[src/pin_select_defs.svh]
// constants of the remappable pin router: field layout, reset values, register offsets
// assumes a 32-bit APB bus with byte addressing and a 12-bit address window
// Summary of operation
// - slave-select field bits 4-0; 0..25 picks pin n, 11111 ties low, others reserved
// - unimplemented bits of all routing registers read zero and ignore writes
// - output register: bits 12-8 drive odd pin, bits 4-0 even pin
// - smallest variant lacks output fields of pins 2, 3, 5, 6, 10, 11
// - output fields of pins 16 to 19 exist on largest variant only
`ifndef PIN_SELECT_DEFS_SVH
`define PIN_SELECT_DEFS_SVH

`define CODE_W 5
`define IN_PINS 26
`define OUT_PINS 20
`define OUT_REGS 10
`define EVEN_LSB 0
`define EVEN_MSB 4
`define ODD_LSB 8
`define ODD_MSB 12
`define CODE_TIE_LOW 5'h1F
`define CODE_LAST_PIN 5'h19
`define CODE_NONE 5'h00
`define SS_RESET 5'h1F
`define OUT_RESET 5'h00
`define ADDR_W 12
`define ADDR_SS_ROUTE 12'h000
`define ADDR_OUT_BASE 12'h004
`define ADDR_STEP 12'h004
`define ADDR_OUT_LAST 12'h028
`define FIRST_LARGE_PIN 16

`endif

[src/pin_select_pkg.sv]
// types shared by the remappable pin router modules
// assumes pin_select_defs.svh is on the include path
package pin_select_pkg;
	typedef logic [4:0] route_code_t;
	typedef enum logic [1:0] {VARIANT_SMALL, VARIANT_MID, VARIANT_LARGE} variant_t;
	typedef enum {ST_IDLE, ST_RESP} apb_state_t;
endpackage

[src/route_cfg_if.sv]
// routing configuration and results passed between the router and its muxes
// assumes one clock domain; the interface holds no logic
`timescale 1ns/1ps
interface route_cfg_if #(parameter int NUM_OUT = 20, parameter int NUM_IN = 26);
	pin_select_pkg::route_code_t ss_code;
	pin_select_pkg::route_code_t out_code [NUM_OUT];
	logic [NUM_IN-1:0] pin_sync;
	logic ss_level;
	logic [NUM_OUT-1:0] drv;
	logic [NUM_OUT-1:0] oe;
	modport ctrl (output ss_code, output out_code, output pin_sync, input ss_level, input drv, input oe);
	modport in_mux (input ss_code, input pin_sync, output ss_level);
	modport out_mux (input out_code, output drv, output oe);
endinterface

[src/remappable_pin_select.sv]
// remappable pin router: APB register file, pin synchronisers, registered pin outputs
// assumes APB3/APB4 master on pclk; pins arrive asynchronously; peripherals on pclk
`timescale 1ns/1ps
`include "pin_select_defs.svh"
module remappable_pin_select #(
	parameter pin_select_pkg::variant_t VARIANT = pin_select_pkg::VARIANT_LARGE,
	parameter int NUM_FUNC = 8,
	parameter logic [NUM_FUNC*5-1:0] FUNC_CODES = {5'h08, 5'h07, 5'h06, 5'h05, 5'h04, 5'h03, 5'h02, 5'h01}
) (
	input wire logic pclk,
	input wire logic presetn,
	input wire logic psel,
	input wire logic penable,
	input wire logic pwrite,
	input wire logic [`ADDR_W-1:0] paddr,
	input wire logic [31:0] pwdata,
	input wire logic [3:0] pstrb,
	output logic [31:0] prdata,
	output logic pready,
	output logic pslverr,
	input wire logic [`IN_PINS-1:0] remappable_pin_in,
	input wire logic [NUM_FUNC-1:0] periph_out,
	output logic [`OUT_PINS-1:0] remappable_pin_out,
	output logic [`OUT_PINS-1:0] remappable_pin_oe,
	output logic spi_slave_select_in
);
	import pin_select_pkg::*;

	////////////////////////////////////////////////////////////////////////////////
	// elaboration checks

	if (NUM_FUNC < 1 || NUM_FUNC > 30) begin : g_bad_func
		$error("NUM_FUNC must lie between 1 and 30");
	end
	for (genvar k = 0; k < NUM_FUNC; k++) begin : g_chk_code
		if (FUNC_CODES[5*k +: 5] == `CODE_NONE) begin : g_bad_code
			$error("function code 0 is kept for an undriven pin");
		end
	end

	////////////////////////////////////////////////////////////////////////////////
	// field presence per package variant

	function automatic logic field_present(input int pin);
		logic small_gap;
		small_gap = (pin == 2) || (pin == 3) || (pin == 5) || (pin == 6) || (pin == 10) || (pin == 11);
		if (VARIANT == VARIANT_SMALL && small_gap) begin
			return 1'b0;
		end
		if (pin >= `FIRST_LARGE_PIN && VARIANT != VARIANT_LARGE) begin
			return 1'b0;
		end
		return 1'b1;
	endfunction

	route_cfg_if #(.NUM_OUT(`OUT_PINS), .NUM_IN(`IN_PINS)) cfg ();

	slave_select_mux u_ss_mux (
		.cfg(cfg.in_mux)
	);

	pin_out_mux #(
		.NUM_FUNC(NUM_FUNC),
		.FUNC_CODES(FUNC_CODES)
	) u_out_mux (
		.cfg(cfg.out_mux),
		.periph_out(periph_out)
	);

	////////////////////////////////////////////////////////////////////////////////
	// APB decode

	apb_state_t state_q;
	logic ss_hit;
	logic out_hit;
	logic [3:0] out_idx;
	logic [`ADDR_W-1:0] out_off;
	logic mapped;
	logic access;
	logic done;
	logic wr_done;

	assign out_off = paddr - `ADDR_OUT_BASE;
	assign ss_hit = (paddr == `ADDR_SS_ROUTE);
	assign out_hit = (paddr >= `ADDR_OUT_BASE) && (paddr <= `ADDR_OUT_LAST) && (paddr[1:0] == 2'b00);
	assign out_idx = out_off[5:2];
	assign mapped = ss_hit || out_hit;
	assign access = psel && penable;
	assign done = access && pready;
	assign wr_done = done && pwrite && mapped;

	// one wait state: pready rises in the second access cycle
	always_ff @(posedge pclk or negedge presetn) begin
		if (!presetn) begin
			state_q <= ST_IDLE;
		end else begin
			unique case (state_q)
				ST_IDLE: begin
					if (access) begin
						state_q <= ST_RESP;
					end
				end
				ST_RESP: begin
					state_q <= ST_IDLE;
				end
			endcase
		end
	end

	always_ff @(posedge pclk or negedge presetn) begin
		if (!presetn) begin
			pready <= 1'b0;
		end else begin
			pready <= (state_q == ST_IDLE) && access;
		end
	end

	always_ff @(posedge pclk or negedge presetn) begin
		if (!presetn) begin
			pslverr <= 1'b0;
		end else begin
			pslverr <= (state_q == ST_IDLE) && access && !mapped;
		end
	end

	////////////////////////////////////////////////////////////////////////////////
	// routing registers

	route_code_t ss_code_q;
	route_code_t out_code_q [`OUT_PINS];

	always_ff @(posedge pclk or negedge presetn) begin
		if (!presetn) begin
			ss_code_q <= `SS_RESET;
		end else if (wr_done && ss_hit && pstrb[0]) begin
			ss_code_q <= pwdata[`EVEN_MSB:`EVEN_LSB];
		end
	end

	for (genvar p = 0; p < `OUT_PINS; p++) begin : g_out_reg
		localparam logic [3:0] REG_IDX = 4'(p / 2);
		localparam bit ODD = (p % 2) == 1;
		localparam int LANE = ODD ? 1 : 0;
		localparam int LSB = ODD ? `ODD_LSB : `EVEN_LSB;
		if (field_present(p)) begin : g_present
			always_ff @(posedge pclk or negedge presetn) begin
				if (!presetn) begin
					out_code_q[p] <= `OUT_RESET;
				end else if (wr_done && out_hit && out_idx == REG_IDX && pstrb[LANE]) begin
					out_code_q[p] <= pwdata[LSB +: `CODE_W];
				end
			end
		end else begin : g_absent
			// absent fields hold no storage and read zero
			assign out_code_q[p] = `OUT_RESET;
		end
		assign cfg.out_code[p] = out_code_q[p];
	end

	assign cfg.ss_code = ss_code_q;

	////////////////////////////////////////////////////////////////////////////////
	// read data

	logic [31:0] rd_word;

	always_comb begin
		rd_word = '0;
		if (ss_hit) begin
			rd_word[`EVEN_MSB:`EVEN_LSB] = ss_code_q;
		end else if (out_hit) begin
			for (int r = 0; r < `OUT_REGS; r++) begin
				if (out_idx == 4'(r)) begin
					rd_word[`EVEN_MSB:`EVEN_LSB] = out_code_q[2*r];
					rd_word[`ODD_MSB:`ODD_LSB] = out_code_q[2*r+1];
				end
			end
		end
	end

	always_ff @(posedge pclk or negedge presetn) begin
		if (!presetn) begin
			prdata <= '0;
		end else if (state_q == ST_IDLE && access && !pwrite) begin
			prdata <= rd_word;
		end else if (done) begin
			prdata <= '0;
		end
	end

	////////////////////////////////////////////////////////////////////////////////
	// pin synchronisers and registered routing outputs

	logic [`IN_PINS-1:0] pin_meta_q;
	logic [`IN_PINS-1:0] pin_sync_q;

	always_ff @(posedge pclk or negedge presetn) begin
		if (!presetn) begin
			pin_meta_q <= '0;
			pin_sync_q <= '0;
		end else begin
			pin_meta_q <= remappable_pin_in;
			pin_sync_q <= pin_meta_q;
		end
	end

	assign cfg.pin_sync = pin_sync_q;

	always_ff @(posedge pclk or negedge presetn) begin
		if (!presetn) begin
			spi_slave_select_in <= 1'b0;
		end else begin
			spi_slave_select_in <= cfg.ss_level;
		end
	end

	always_ff @(posedge pclk or negedge presetn) begin
		if (!presetn) begin
			remappable_pin_out <= '0;
			remappable_pin_oe <= '0;
		end else begin
			remappable_pin_out <= cfg.drv;
			remappable_pin_oe <= cfg.oe;
		end
	end

	////////////////////////////////////////////////////////////////////////////////
	// assertions

	logic [12:0] wd_h;
	logic [NUM_FUNC-1:0] per_h;
	logic sel_pin_h;

	always_ff @(posedge pclk) begin
		wd_h <= pwdata[12:0];
		per_h <= periph_out;
	end

	assign sel_pin_h = (ss_code_q <= `CODE_LAST_PIN) ? pin_sync_q[ss_code_q] : 1'b0;
endmodule

[src/slave_select_mux.sv]
// picks the synchronised pin, or a constant low, for the slave-select input
// assumes pin levels are already synchronised to pclk
`timescale 1ns/1ps
`include "pin_select_defs.svh"
module slave_select_mux (
	route_cfg_if.in_mux cfg
);
	import pin_select_pkg::*;

	always_comb begin
		if (cfg.ss_code <= `CODE_LAST_PIN) begin
			cfg.ss_level = cfg.pin_sync[cfg.ss_code];
		end else begin
			// tie-low code and reserved codes both give low
			cfg.ss_level = 1'b0;
		end
	end
endmodule

[src/pin_out_mux.sv]
// per pin: finds the peripheral whose function code matches the pin's field
// assumes peripheral outputs are on pclk; code 0 leaves the pin undriven
`timescale 1ns/1ps
`include "pin_select_defs.svh"
module pin_out_mux #(
	parameter int NUM_FUNC = 8,
	parameter logic [NUM_FUNC*5-1:0] FUNC_CODES = {5'h08, 5'h07, 5'h06, 5'h05, 5'h04, 5'h03, 5'h02, 5'h01}
) (
	route_cfg_if.out_mux cfg,
	input wire logic [NUM_FUNC-1:0] periph_out
);
	import pin_select_pkg::*;

	for (genvar p = 0; p < `OUT_PINS; p++) begin : g_pin
		always_comb begin
			cfg.drv[p] = 1'b0;
			cfg.oe[p] = 1'b0;
			for (int k = 0; k < NUM_FUNC; k++) begin
				if (cfg.out_code[p] != `CODE_NONE && cfg.out_code[p] == FUNC_CODES[5*k +: 5]) begin
					cfg.drv[p] = periph_out[k];
					cfg.oe[p] = 1'b1;
				end
			end
		end
	end
endmodule

[config.mk]
export PLATFORM = sky130hd
export DESIGN_NAME = remappable_pin_select
export DESIGN_NICKNAME = d
export VERILOG_FILES = /design/src/pin_select_pkg.sv /design/src/route_cfg_if.sv /design/src/remappable_pin_select.sv /design/src/slave_select_mux.sv /design/src/pin_out_mux.sv
export VERILOG_INCLUDE_DIRS = /design/src
export SDC_FILE = /design/constraint.sdc
export NUM_CORES = 1
export LEC_CHECK = 0
export BUFFER_PORTS_ARGS = -buffer_cell sky130_fd_sc_hd__buf_2
export CAP_MARGIN = 30
export CORE_MARGIN = 1.5
export CORE_UTILIZATION = 40
export CTS_BUF_LIST = sky130_fd_sc_hd__clkbuf_2 sky130_fd_sc_hd__clkbuf_4 sky130_fd_sc_hd__clkbuf_8
export DETAILED_ROUTE_END_ITERATION = 10
export PLACE_DENSITY = 0.61
export SYNTH_ARGS = -nofsm -noshare
export SYNTH_HDL_FRONTEND = slang
export SYNTH_SLANG_ARGS = --single-unit
[constraint.sdc]
create_clock -name pclk -period 2.54 [get_ports pclk]
set_input_delay 0.127 -clock pclk [delete_from_list [all_inputs] [get_ports pclk]]
set_output_delay 0.127 -clock pclk [all_outputs]
set_load 0.05 [all_outputs]
# After elaboration in Yosys (flattened, before gate mapping)
# Index checks and enable logic that the tools add are counted.
# totals
reg_bits	264
inputBits	87
word_cells	788
# classes
n_addsub	1
magnitude_cmp	4
n_eq_ne	171
muxes	351
n_reduce_logical	231
# ops
cell	n
$eq A5 B3 Y1 const B	80
$mux W1	322
$logic_and A1 B1 Y1	202
$eq A5 B2 Y1 const B	40
$mux W5	24
$eq A5 B1 Y1 const B	20
$eq A5 B4 Y1 const B	20
$reduce_bool A5 Y1	20
$mux W32	3
$logic_not A32 Y1	2
$pmux W32 S2	1
$eq A32 B1 Y1 const B	1
$eq A4 B3 Y1 const B	4
$ge A12 B3 Y1 const B	1
$le A12 B6 Y1 const B	1
$logic_not A12 Y1	1
$eq A4 B2 Y1 const B	2
$eq A4 B4 Y1 const B	2
$lt A5 B6 Y1 const B	1
$sub A6 B3 Y6 const B	1
$bmux W1 S5	1
$le A5 B5 Y1 const B	1
$eq A4 B1 Y1 const B	1
$logic_not A4 Y1	1
other kinds (5)	6

# Depth between registers and ports, before layout
# logic_depth
word_depth	15
ltp_mapped	8
mapped_depth_nobuf	5

# By module
# A second synthesis with hierarchy kept.
# hier_totals
cells_unflattened	869
hier_area_um2	10466.3
# by_module_without_submodules
module	instances	cells_per_inst	area_each_um2
remappable_pin_select	1	594	8144.1
pin_out_mux	1	258	2065.7
slave_select_mux	1	17	256.5

# Least setup slack after synthesis
# No wires, ideal clock.
# synth_path
path_kind	reg-to-reg
from	register ss_code_q[0], in the netlist cfg.ss_code[0]
to	register spi_slave_select_in
arrival_ps	2160
setup_slack_ps	256
stages_incl_launch_ff	5
n_path_buf	1
synth_period_minus_slack_ps	2284
cell_sequence	dfstp_2 -> clkbuf_1 -> mux4_2 -> mux4_2 -> mux2_2
# synth_between
elab_chain_cells	3
elab_cells_between_ends	4
classes_between	order compare: 1; mux: 3
# synth_lines
element	line	text
from (decl)	remappable_pin_select.sv:129	route_code_t ss_code_q;
from (signal assigned)	remappable_pin_select.sv:134	ss_code_q <= `SS_RESET;
from (signal assigned)	remappable_pin_select.sv:136	ss_code_q <= pwdata[`EVEN_MSB:`EVEN_LSB];
$bmux W1 S5	slave_select_mux.sv:12	cfg.ss_level = cfg.pin_sync[cfg.ss_code];
$mux W1 (not written as such)	slave_select_mux.sv:12	
$mux W1 (*)	slave_select_mux.sv:11	if (cfg.ss_code <= `CODE_LAST_PIN) begin
net cfg.ss_level	route_cfg_if.sv:8	logic ss_level;
to (signal assigned)	remappable_pin_select.sv:213	spi_slave_select_in <= cfg.ss_level;
to (decl)	remappable_pin_select.sv:25	output logic spi_slave_select_in
# Mark *: on every way through the listed nets, which the timed path passes. The rest lies on a longest branch. The select of a mux whose other input is x is not followed.
# A chain may end at the register's enable or synchronous reset.

# Final worst setup path
# Ends and elaborated chain as after synthesis.

==> flow_metrics.tcl <==
set metrics [dict create \
    grt_start_max_net_pins 89 \
    die_y_um 165 \
    cp_top_family "multiplexers" \
    grt_pass1_wl_mm 45.1 \
    worstPathArrival_ps 2490 \
    cts_tree "yes" \
    portBuffers 115 \
    grt_usage 0.220 \
    hp-start "pwdata[11]" \
    n_antenna_cell 0 \
    maxSlewViolCount 0 \
    fin_skew_ps 20.8 \
    fillers 2339 \
    crit_top_cell "mux4_2" \
    yosysTopAreaCellShare 0.493 \
    maxCapViolCount 0 \
    tightest_slew_ps 710 \
    min_period_over_period 0.811 \
    ant_nets 0 \
    path_class "reg -> reg" \
    vias 8033 \
    route.met2.wl_mm 13.6 \
    hold_viol_final 0 \
    crit_path_start "cfg.ss_code[0]" \
    nets 1163 \
    clk_path_buf_depth 3 \
    synth.largest_area_cell "dfrtp_1" \
    min_path_type "in -> reg" \
    drt-initial-drc-count 555 \
    setup_tns_ps 0 \
    synth_edf_count 0 \
    grt_pass1_vias 7848 \
    wl_per_cell_um 20.5 \
    powerDensity_nw_per_um2 581 \
    clock-sinks 211 \
    layout_setup_ws_ps 480 \
    viasPerCell 5.63 \
    clk_latency_ps 540 \
    reg2reg_setup_slack_ps 480 \
    top_layer_used "met4" \
    synth_area_leaders "dfrtp_1 49%, mux2_2 12%, nor2_1 3.2%" \
    synth.cell_area_um2 10500 \
    yosysUniqueCellTypes 66 \
    crit_path_start_kind "flip-flop" \
    drt-met1-wl_mm 13.0 \
    ios 162 \
    die_x_um 165 \
    cts_buffers 37 \
    slowest_delay_ps 650 \
    path_cells "mux4_2, mux4_2, mux2_2" \
    root_buffer "clkbuf_8" \
    r2r-start "cfg.ss_code[0]" \
    finalPower_mw 7.18 \
    crit_slowest_cell "dfstp_2" \
    area_growth_pct 18.1 \
    overflow 0 \
    first_pass_iters 5 \
    whs_ps 5.32 \
    p_leak_nw 5.73 \
    htreeDepth 2 \
    ys_seq_elements 211 \
    yosysWarnings 0 \
    worstPathRequired_ps 2970 \
    crit_path_end_kind "flip-flop" \
    ys_top_cells_by_count "206 x dfrtp_1, 109 x mux2_2, 88 x nor2_1" \
    clkTransAtPathRegs_ps 60 \
    wl_mm 29.3 \
    maxSlewHeadroom 0.527 \
    async_flop_share 1.00 \
    antenna_found_initial 0 \
    synth_cells 936 \
    fin_crit_ps 2060 \
    ys.flop_type "dfrtp_1" \
    status "finished, final reports clean" \
    ir_drop_mv 0.436 \
    crit_fanout 5 \
    finalSetupViolations 0 \
    avgSynthCellArea_um2 11.2 \
    synth.most_common_cell "dfrtp_1" \
    drc 0 \
    rows 58 \
    dieArea_um2 27100 \
    fmax_mhz 486 \
    post-route-util 0.486 \
    pre_cts_slack_ps 190 \
    start_util 0.412 \
    route.met3.wl_mm 1.84 \
    drive_above_1_share 0.331 \
    crit_buf_inv 0 \
    ys_seq_area_frac 0.506 \
    routabilityCongestion 0.887 \
    rsz0062_at_grt "false" \
    core-area_um2 25400 \
    place_hpwl_mm 19.7 \
]
-- worst reg2reg max path, delay by kind of cell, from the launching register on --
family  cells  cell delay, ps
flops       1             650
mux         3            1300
-- where the power goes --
group,switching [mW],leakage [nW],internal (mW),total [mW]
sequential,0.0141,2.79,3.41,3.42
combinational,0.406,2.54,0.158,0.563
clock,1.39,0.399,1.80,3.19
total,1.81,5.73,5.37,7.18
-- layer usage --
metal,global-route usage,up-vias
li1,-,3662
met5,0,-
met1,0.307,4008
met3,0.0369,78
met2,0.344,285
met4,0.0778,0
-- state kept, by name (all words and copies together) (netlist names), 5 cells and up --
name,cells
remappable_pin_oe,20
prdata,10
cfg.out_code,100
remappable_pin_out,20
cfg.pin_sync,26
cfg.ss_code,5
pin_meta_q,26
-- path summary, 6_finish.rpt --
path                                         end  cells past startpoint
setup / recovery             spi_slave_select_in                      3
hold / removal                  cfg.out_code[43]                      3
setup reg to reg             spi_slave_select_in                      3
hold reg to reg                 cfg.pin_sync[10]                      0
max in group asynchronous         cfg.ss_code[0]                      3
min in group asynchronous  remappable_pin_out[7]                      2
-- cells by family after synthesis --
logic type | Yosys count | share of synthesized area
AND/OR/NAND/NOR | 269 | 0.138
flip-flops | 211 | 0.506
AO/OA/AOI/OAI | 188 | 0.125
multiplexers | 148 | 0.170
buffers and inverters | 99 | 0.0440
XOR/XNOR | 20 | 0.0168
other | 1 | 0.000359
-- area by class of cell --
| class | instances | area [um2] | share of cell area |
|---|---|---|---|
| multi-input combinational | 647 | 4790 | 0.388 |
| timing repair buffer | 168 | 1070 | 0.0866 |
| tap | 330 | 413 | 0.0334 |
| sequential | 211 | 5290 | 0.428 |
| inverter | 11 | 41.3 | 0.00334 |
| clock buffer | 53 | 667 | 0.0540 |
| clock inverter | 7 | 81.3 | 0.00659 |
-- metrics by stage --
step           cell area, um2  instances
2_1_floorplan           10500        957
3_3_place_gp            11300       1338
3_5_place_dp            11300       1338
4_1_cts                 12300       1427
5_1_grt                 12300       1427
6_report                12300       1427
-- layout by cell type (no fill, tap or decap), types with 4 or more instances in the layout --
cell	instances
mux4_2	13
o21ai_0	25
nand4_1	13
xnor2_1	6
clkbuf_4	10
o31ai_1	7
nand3_1	8
nand2b_1	9
nor2_1	88
inv_1	10
nor2_2	5
o221ai_1	6
buf_4	23
conb_1	22
a2bb2oi_1	9
clkbuf_8	43
o221a_2	9
buf_2	114
nand2_1	55
mux2_2	109
nor4_4	5
dlygate4sd3_1	29
nand3b_1	4
or3_1	11
a221oi_1	11
a311oi_1	4
nor3_1	38
nor2b_1	13
a21oi_1	46
o22ai_1	31
dfrtp_1	206
a31oi_1	6
mux2i_1	26
dfstp_2	5
xor2_1	14
-- repair_timing --
item	CTS	global route
gates resized for setup	0	0
endpoints found under the setup margin	0	0
hold endpoints to repair	106	0
hold buffers	29	0
setup buffers	0	0
(Power assumes the default switching activity.)
